$ cat config.mk
export PLATFORM = sky130hd
export DESIGN_NAME = cmf_summary_regs
export DESIGN_NICKNAME = d
export VERILOG_FILES = /design/src/hw/cmf_obj_flags.v /design/src/hw/cmf_summary_regs.v
export VERILOG_INCLUDE_DIRS = /design/src /design/src/hw
export SDC_FILE = /design/constraint.sdc
export NUM_CORES = 1
export LEC_CHECK = 0
export BUFFER_PORTS_ARGS = -buffer_cell sky130_fd_sc_hd__buf_2
export CAP_MARGIN = 40
export CORE_ASPECT_RATIO = 1.4
export CORE_MARGIN = 2
export CORE_UTILIZATION = 30
export DETAILED_ROUTE_END_ITERATION = 7
export PLACE_DENSITY = 0.46
export SYNTH_ARGS = -nofsm -noshare
export SYNTH_HDL_FRONTEND = slang
export SYNTH_SLANG_ARGS = --single-unit
$ cat constraint.sdc
create_clock -name pclk -period 1.97 [get_ports pclk]
set_input_delay 0.0985 -clock pclk [delete_from_list [all_inputs] [get_ports pclk]]
set_output_delay 0.0985 -clock pclk [all_outputs]
set_load 0.01 [all_outputs]
$ cat src/hw/cmf_consts.vh
// Constants for the message flag summary register block
`ifndef CMF_CONSTS_VH
`define CMF_CONSTS_VH

// ====================================================================
// Sizes
`define CMF_NUM_OBJ       32
`define CMF_OBJ_W         5
`define CMF_HALF          16
`define CMF_ADDR_W        12
`define CMF_DATA_W        32
`define CMF_EVT_W         4
`define CMF_ID_W          16

// ====================================================================
// Register byte offsets
`define CMF_OFF_TXRQ_LO   12'h100
`define CMF_OFF_TXRQ_HI   12'h104
`define CMF_OFF_FRESH_LO  12'h120
`define CMF_OFF_FRESH_HI  12'h124
`define CMF_OFF_IRQP_LO   12'h140
`define CMF_OFF_IRQP_HI   12'h144
`define CMF_OFF_VALID_LO  12'h160
`define CMF_OFF_VALID_HI  12'h164
`define CMF_OFF_EVT_STAT  12'h180
`define CMF_OFF_EVT_MASK  12'h184
`define CMF_OFF_IRQ_IDENT 12'h188

// ====================================================================
// Event status bit positions
`define CMF_EVT_RX_DATA   0
`define CMF_EVT_RX_REMOTE 1
`define CMF_EVT_TX_DONE   2
`define CMF_EVT_DROPPED   3

// ====================================================================
// Reset and fill values
`define CMF_ZERO32        32'h0000_0000
`define CMF_ZERO16        16'h0000
`define CMF_RESV_ZERO     16'h0000
`define CMF_EVT_RESET     4'h0
`define CMF_ID_NONE       16'h0000
`define CMF_ID_STEP       16'h0001

`endif

$ cat src/hw/cmf_obj_flags.v
// Flag storage for one message object
`timescale 1ns/1ns

module cmf_obj_flags
(
  input  wire pclk,
  input  wire presetn,
  input  wire clk_en,
  input  wire cpu_wr,
  input  wire cpu_valid,
  input  wire cpu_fresh,
  input  wire cpu_irq,
  input  wire cpu_txrq,
  input  wire hnd_sel,
  input  wire hnd_rx_data,
  input  wire hnd_rx_remote,
  input  wire hnd_tx_done,
  input  wire hnd_irq_en,
  output reg  object_valid_q,
  output reg  fresh_data_flag_q,
  output reg  object_irq_pending_q,
  output reg  transmit_request_flag_q
);

  reg valid_d;
  reg fresh_d;
  reg irq_d;
  reg txrq_d;

  // ==================================================================
  // Next state: CPU write first, handler events on top, sets win
  always @*
  begin
    valid_d = cpu_wr ? cpu_valid : object_valid_q;
    fresh_d = cpu_wr ? cpu_fresh : fresh_data_flag_q;
    irq_d   = cpu_wr ? cpu_irq   : object_irq_pending_q;
    txrq_d  = cpu_wr ? cpu_txrq  : transmit_request_flag_q;
    if (hnd_sel && hnd_rx_data)
      fresh_d = 1'b1;
    else if (hnd_sel && hnd_tx_done && !(cpu_wr && cpu_fresh))
      fresh_d = 1'b0;
    if (hnd_sel && hnd_rx_remote)
      txrq_d = 1'b1;
    else if (hnd_sel && hnd_tx_done && !(cpu_wr && cpu_txrq))
      txrq_d = 1'b0;
    if (hnd_sel && hnd_irq_en && (hnd_rx_data || hnd_rx_remote || hnd_tx_done))
      irq_d = 1'b1;
  end

  always @(posedge pclk or negedge presetn)
  begin
    if (!presetn)
    begin
      object_valid_q          <= 1'b0;
      fresh_data_flag_q       <= 1'b0;
      object_irq_pending_q    <= 1'b0;
      transmit_request_flag_q <= 1'b0;
    end
    else if (clk_en)
    begin
      object_valid_q          <= valid_d;
      fresh_data_flag_q       <= fresh_d;
      object_irq_pending_q    <= irq_d;
      transmit_request_flag_q <= txrq_d;
    end
  end

endmodule

$ cat src/hw/cmf_summary_regs.v
// Message flag summary registers with APB slave and event interrupt
//
// The APB register port was chosen for this implementation.
`timescale 1ns/1ns
`include "cmf_consts.vh"

module cmf_summary_regs
(
  input  wire                    pclk,
  input  wire                    presetn,
  input  wire                    clk_en,
  input  wire                    psel,
  input  wire                    penable,
  input  wire                    pwrite,
  input  wire [`CMF_ADDR_W-1:0]  paddr,
  input  wire [`CMF_DATA_W-1:0]  pwdata,
  output wire [`CMF_DATA_W-1:0]  prdata,
  output wire                    pready,
  output wire                    pslverr,
  input  wire                    ifc_wr,
  input  wire [`CMF_OBJ_W-1:0]   ifc_obj,
  input  wire                    ifc_valid,
  input  wire                    ifc_fresh,
  input  wire                    ifc_irq,
  input  wire                    ifc_txrq,
  input  wire [`CMF_OBJ_W-1:0]   hnd_obj,
  input  wire                    hnd_rx_data,
  input  wire                    hnd_rx_remote,
  input  wire                    hnd_tx_done,
  input  wire                    hnd_irq_en,
  output wire [`CMF_NUM_OBJ-1:0] obj_valid,
  output wire [`CMF_ID_W-1:0]    irq_ident,
  output wire                    irq
);

  // ==================================================================
  // Declarations
  wire [`CMF_NUM_OBJ-1:0] valid_v;
  wire [`CMF_NUM_OBJ-1:0] fresh_v;
  wire [`CMF_NUM_OBJ-1:0] irqp_v;
  wire [`CMF_NUM_OBJ-1:0] txrq_v;

  reg  [`CMF_DATA_W-1:0]  prdata_q;
  reg                     err_q;
  reg                     taken_q;
  reg  [`CMF_EVT_W-1:0]   evt_stat_q;
  reg  [`CMF_EVT_W-1:0]   evt_stat_d;
  reg  [`CMF_EVT_W-1:0]   evt_mask_q;
  reg  [`CMF_ID_W-1:0]    irq_ident_q;
  reg  [`CMF_ID_W-1:0]    irq_ident_d;

  reg  [`CMF_DATA_W-1:0]  rd_c;
  reg                     err_c;
  reg  [`CMF_EVT_W-1:0]   evt_raw;

  wire                    take_req;
  wire                    wr_acc;
  wire                    hnd_any;
  wire                    hnd_ok;
  wire                    hnd_drop;

  integer                 k;

  // ==================================================================
  // Message handler event gating
  assign hnd_any  = hnd_rx_data | hnd_rx_remote | hnd_tx_done;
  assign hnd_ok   = hnd_any & valid_v[hnd_obj];
  assign hnd_drop = hnd_any & ~valid_v[hnd_obj];

  // ==================================================================
  // Per-object flag cells
  genvar g;
  generate
    for (g = 0; g < `CMF_NUM_OBJ; g = g + 1)
    begin : obj
      cmf_obj_flags u_flags
      (
        .pclk                    (pclk),
        .presetn                 (presetn),
        .clk_en                  (clk_en),
        .cpu_wr                  (ifc_wr && (ifc_obj == g)),
        .cpu_valid               (ifc_valid),
        .cpu_fresh               (ifc_fresh),
        .cpu_irq                 (ifc_irq),
        .cpu_txrq                (ifc_txrq),
        .hnd_sel                 (hnd_ok && (hnd_obj == g)),
        .hnd_rx_data             (hnd_rx_data),
        .hnd_rx_remote           (hnd_rx_remote),
        .hnd_tx_done             (hnd_tx_done),
        .hnd_irq_en              (hnd_irq_en),
        .object_valid_q          (valid_v[g]),
        .fresh_data_flag_q       (fresh_v[g]),
        .object_irq_pending_q    (irqp_v[g]),
        .transmit_request_flag_q (txrq_v[g])
      );
    end
  endgenerate

  assign obj_valid = valid_v;

  // ==================================================================
  // Interrupt identification: lowest pending object number plus one
  always @*
  begin
    irq_ident_d = `CMF_ID_NONE;
    for (k = `CMF_NUM_OBJ - 1; k >= 0; k = k - 1)
    begin
      if (irqp_v[k])
        irq_ident_d = k[`CMF_ID_W-1:0] + `CMF_ID_STEP;
    end
  end

  always @(posedge pclk or negedge presetn)
  begin
    if (!presetn)
      irq_ident_q <= `CMF_ID_NONE;
    else if (clk_en)
      irq_ident_q <= irq_ident_d;
  end

  assign irq_ident = irq_ident_q;

  // ==================================================================
  // APB phase decode
  // A request is taken at the first enabled edge that sees psel; pready waits for it
  assign take_req = psel & ~taken_q;
  assign wr_acc   = psel & penable & pwrite & pready;
  assign pready   = clk_en & taken_q;

  // ==================================================================
  // Read decode
  always @*
  begin
    rd_c  = `CMF_ZERO32;
    err_c = 1'b0;
    case (paddr)
      `CMF_OFF_TXRQ_LO:
        rd_c = {`CMF_RESV_ZERO, txrq_v[`CMF_HALF-1:0]};
      `CMF_OFF_TXRQ_HI:
        rd_c = {`CMF_RESV_ZERO, txrq_v[`CMF_NUM_OBJ-1:`CMF_HALF]};
      `CMF_OFF_FRESH_LO:
        rd_c = {`CMF_RESV_ZERO, fresh_v[`CMF_HALF-1:0]};
      `CMF_OFF_FRESH_HI:
        rd_c = {`CMF_RESV_ZERO, fresh_v[`CMF_NUM_OBJ-1:`CMF_HALF]};
      `CMF_OFF_IRQP_LO:
        rd_c = {`CMF_RESV_ZERO, irqp_v[`CMF_HALF-1:0]};
      `CMF_OFF_IRQP_HI:
        rd_c = {`CMF_RESV_ZERO, irqp_v[`CMF_NUM_OBJ-1:`CMF_HALF]};
      `CMF_OFF_VALID_LO:
        rd_c = {`CMF_RESV_ZERO, valid_v[`CMF_HALF-1:0]};
      `CMF_OFF_VALID_HI:
        rd_c = {`CMF_RESV_ZERO, valid_v[`CMF_NUM_OBJ-1:`CMF_HALF]};
      `CMF_OFF_EVT_STAT:
        rd_c = {{(`CMF_DATA_W-`CMF_EVT_W){1'b0}}, evt_stat_q};
      `CMF_OFF_EVT_MASK:
        rd_c = {{(`CMF_DATA_W-`CMF_EVT_W){1'b0}}, evt_mask_q};
      `CMF_OFF_IRQ_IDENT:
        rd_c = {`CMF_ZERO16, irq_ident_q};
      default:
        err_c = 1'b1;
    endcase
  end

  // ==================================================================
  // Read data captured when the request is taken, answered in the next cycle.
  // A setup cycle lost to a low clk_en is taken in the access cycle, one wait state.
  always @(posedge pclk or negedge presetn)
  begin
    if (!presetn)
    begin
      taken_q  <= 1'b0;
      prdata_q <= `CMF_ZERO32;
      err_q    <= 1'b0;
    end
    else if (clk_en)
    begin
      if (psel && penable && taken_q)
        taken_q <= 1'b0;
      else if (take_req)
      begin
        taken_q  <= 1'b1;
        prdata_q <= pwrite ? `CMF_ZERO32 : rd_c;
        err_q    <= err_c;
      end
    end
  end

  assign prdata  = prdata_q;
  assign pslverr = psel & penable & taken_q & err_q;

  // ==================================================================
  // Event status, write one to clear, set wins over clear
  always @*
  begin
    evt_raw                     = `CMF_EVT_RESET;
    evt_raw[`CMF_EVT_RX_DATA]   = hnd_ok & hnd_rx_data;
    evt_raw[`CMF_EVT_RX_REMOTE] = hnd_ok & hnd_rx_remote;
    evt_raw[`CMF_EVT_TX_DONE]   = hnd_ok & hnd_tx_done;
    evt_raw[`CMF_EVT_DROPPED]   = hnd_drop;
    evt_stat_d = evt_stat_q;
    if (wr_acc && (paddr == `CMF_OFF_EVT_STAT))
      evt_stat_d = evt_stat_q & ~pwdata[`CMF_EVT_W-1:0];
    evt_stat_d = evt_stat_d | evt_raw;
  end

  // Summary registers have no APB write path; only the control interface (ifc_wr) and handler events change the flags
  always @(posedge pclk or negedge presetn)
  begin
    if (!presetn)
    begin
      evt_stat_q <= `CMF_EVT_RESET;
      evt_mask_q <= `CMF_EVT_RESET;
    end
    else if (clk_en)
    begin
      evt_stat_q <= evt_stat_d;
      if (wr_acc && (paddr == `CMF_OFF_EVT_MASK))
        evt_mask_q <= pwdata[`CMF_EVT_W-1:0];
    end
  end

  assign irq = |(evt_stat_q & evt_mask_q);

endmodule

==> results.py <==
metrics = {
    "run_status": {
        "outcome": "complete, but fails checks",
        "violations": "negative setup slack",
    },
    "timing": {
        "max_freq_mhz": 493,
        "finalSetupTns_ns": -0.897,
        "finalSetupViolCount": 30,
        "fin_skew_ns": 0.0114,
        "hold_violations": 0,
        "slew_headroom_pct": 43.4,
        "fin_crit_sh_pct": 103,
        "finalWorstSetupSlack_ns": -0.0600,
        "whs_ns": 0.0493,
        "final-max-slew-violation-count": 0,
        "min_period_ns": 2.03,
        "rsz0062_at_grt": "yes",
        "worst_pin_slew_ns": 0.849,
    },
    "grt": {
        "grt_first_pass_wirelength_um": 60100,
        "gr-usage-met2_pct": 44.5,
        "grt_overflow_total": 0,
        "busiest_layer": "met2",
        "grt_use_met3_pct": 3.47,
        "grt_pass1_vias": 9140,
        "antenna_found_initial": 2,
        "grtUsageTotal_pct": 25.1,
        "grt_use_met1_pct": 29.2,
        "grt_start_max_net_pins": 52,
    },
    "logic_synthesis": {
        "yosysMostFrequentCell": "dfrtp_1",
        "yosys_warnings": 0,
        "synth_xor_area_share_pct": 0,
        "synth_area_leaders": "dfrtp_1 43%, mux2i_1 6.9%, a221o_1 6.1%",
        "synth_edf_count": 0,
        "synth_top_area_share_pct": 42.8,
        "ys_ff_latch": 160,
        "synthMuxAreaShare_pct": 13.2,
        "synth_compound_area_share_pct": 20.1,
        "synth_fa_ha_area_share_pct": 0,
        "synthSimpleGateAreaFrac_pct": 15.9,
        "syn-instance-count": 976,
        "yosysSeqAreaShare_pct": 42.8,
        "yosys.area.top_type": "dfrtp_1",
        "ys_types": 61,
        "synth_common_cells": "160 x dfrtp_1, 135 x nor2_1, 64 x mux2i_1",
        "ys.flop_type": "dfrtp_1",
        "synth_top_family_by_area": "compound AO/OA/AOI/OAI gates",
        "syn_area_mm2": 0.00935,
        "synthArstFlopShare_pct": 100,
        "avgSynthCellArea_um2": 9.58,
    },
    "floorplanning": {
        "fp.coreArea_mm2": 0.0307,
        "design.die.area_mm2": 0.0326,
        "die_w_um": 153,
        "core.rowCount": 76,
        "start_util_pct": 30.4,
        "ios": 152,
        "die_h_um": 213,
    },
    "clocking": {
        "root_buffer": "clkbuf_16",
        "cts_buffers": 17,
        "cts_tree": "done",
        "clockBufferDepth": 2,
        "clock-sinks": 160,
        "path_clk_slew_ns": 0.07,
        "htree_num_levels": 4,
        "clkLatencyLatePin_ns": 0.44,
    },
    "route": {
        "drt_iter0_drc": 863,
        "wl_per_cell_um": 25.9,
        "drt_wl_total_um": 40900,
        "ant_nets": 0,
        "vias": 8963,
        "drc": 0,
        "vias_per_cell": 5.67,
        "dr.pass1.iters": 6,
    },
    "pwr": {
        "powerDensity_mw_per_mm2": 827,
        "p_int_mw": 6.87,
        "seqPwrFrac_pct": 42.6,
        "peakVddDrop_mv": 0.441,
        "pwr-share-comb_pct": 21.9,
        "netSwitchingPower_mw": 3.13,
        "p_leak_nw": 5.44,
        "p_clk_share_pct": 35.4,
        "p_sw_share_pct": 31.3,
    },
    "job": {
        "drv_cap": 0,
    },
    "cells_and_area": {
        "fin_nets": 1245,
        "drive_gt1_share_pct": 32.7,
        "fillCellCount": 3096,
        "area_growth_pct": 29.2,
        "utilization_pct": 39.4,
        "design_area_mm2": 0.0121,
    },
    "placed_design": {
        "pre_cts_slack_ns": -0.276,
        "dpl_cell_area_mm2": 0.0111,
        "gp_congestion": 0.913,
        "hpwl_um": 31500,
        "portBuffers": 97,
    },
    "hold_path": {
        "hp-class": "in -> reg",
    },
    "critical_path": {
        "cp_max_fo": 6,
        "cp_data_required_time_ns": 2.29,
        "end_kind": "flop",
        "startpoint_type": "flop",
        "critPathArrivalTime_ns": 2.35,
        "critPathKind": "reg -> reg",
    },
}
## power groups by stage
stage | combinational [mW] | clock, mW | sequential [mW]
finish | 2.19 | 3.54 | 4.26
detailed placement | 2.08 | 0 | 4.30
global placement | 2.07 | 0 | 4.30
floorplan | 1.19 | 0 | 4.12
global route | 2.38 | 3.74 | 4.30
CTS | 2.12 | 3.57 | 4.24
## critical path: stages, from the launching register on
cell and delay [ns]:
dfrtp_1 0.38, mux4_2 0.48, mux2i_2 0.17, buf_4 0.15, mux2i_4 0.11, nand2_4 0.14
clkbuf_16 0.17, nor2_2 0.04, a221o_1 0.26
## registers in the layout, indices dropped and copies added, names as in the netlist
register and flops:
err_q 1, evt_mask_q 4, evt_stat_q 4, irq_ident 6, obj.u_flags.fresh_data_flag_q 32, obj.u_flags.object_irq_pending_q 32
obj.u_flags.object_valid_q 32, obj.u_flags.transmit_request_flag_q 32, prdata 16, taken_q 1
## cells by family after synthesis
group | Yosys count
multiplexers | 110
other | 1
AND/OR/NAND/NOR | 313
flip-flops | 160
buffers and inverters | 137
AO/OA/AOI/OAI | 255
## layout make-up
cell class	instances	area [µm²]	share of cell area [%]
diodes	1	2.50	0.0207
clock buffers	20	437	3.61
clock inverters	12	166	1.38
inverters	22	82.6	0.683
multi-input cells	704	4900	40.6
flip-flops and latches	160	4000	33.1
well taps	390	488	4.04
repair buffers	271	2000	16.6
## stage by stage
| stage | total power, mW | std cells |
|---|---|---|
| 6_report | 10.0 | 1580 |
| 5_1_grt | 10.4 | 1580 |
| 3_3_place_gp | 6.37 | 1534 |
| 4_1_cts | 9.93 | 1574 |
| 3_5_place_dp | 6.38 | 1535 |
| 2_1_floorplan | 5.31 | 1001 |
## per-layer routing
| metal | share of wire, % | routed length [µm] | vias up |
|---|---|---|---|
| met3 | 5.0 | 2040 | 103 |
| li1 | - | - | 3987 |
| met1 | 38 | 15800 | 4455 |
| met2 | 51 | 20700 | 416 |
| met5 | 0.017 | 7 | - |
| met4 | 6.0 | 2440 | 2 |
## layout by cell type (no fill, tap or decap), types with 8 or more instances in the layout
master	netlist	final
nor3_1	23	20
a221o_1	57	57
conb_1	1	26
nand2_1	59	55
buf_12	0	11
nand3_1	23	23
nor2_2	0	8
nand2b_1	8	8
inv_1	22	22
o22ai_1	14	14
o21ai_0	49	43
dfrtp_1	160	160
o21ai_1	2	8
a21oi_1	39	28
mux2i_1	64	61
a21oi_2	0	10
buf_4	58	150
a22oi_1	21	19
nor2_1	135	123
buf_2	3	96
nor2b_1	8	8
mux2_2	39	38
a21o_1	13	13
a222oi_1	13	13
a31oi_1	8	8
clkbuf_16	0	19
## path summary, 6_finish.rpt
kind                                                      from                                 endpoint  slack (ns)  cells after the start
worst max-delay path            obj[25].u_flags.object_valid_q  obj[26].u_flags.transmit_request_flag_q       -0.06                      8
worst min-delay path                                    pwrite                                prdata[2]        0.05                      3
worst max register to register  obj[25].u_flags.object_valid_q  obj[26].u_flags.transmit_request_flag_q       -0.06                      8
worst min register to register                       prdata[6]                                prdata[6]        0.47                      1
max in group asynchronous                              presetn                                  taken_q        1.14                      3
min in group asynchronous                              presetn            obj[8].u_flags.object_valid_q        0.19                      2
## timing repair
action / CTS / global route
endpoints found under the hold margin: 55 / 0
buffers inserted: 1 / 3
hold buffers: 6 / 0
gates resized for setup: 17 / 48
pin swaps: 0 / 7
endpoints found under the setup margin: 43 / 42
gates cloned: 0 / 2
Power figures use the tool's default switching activity.
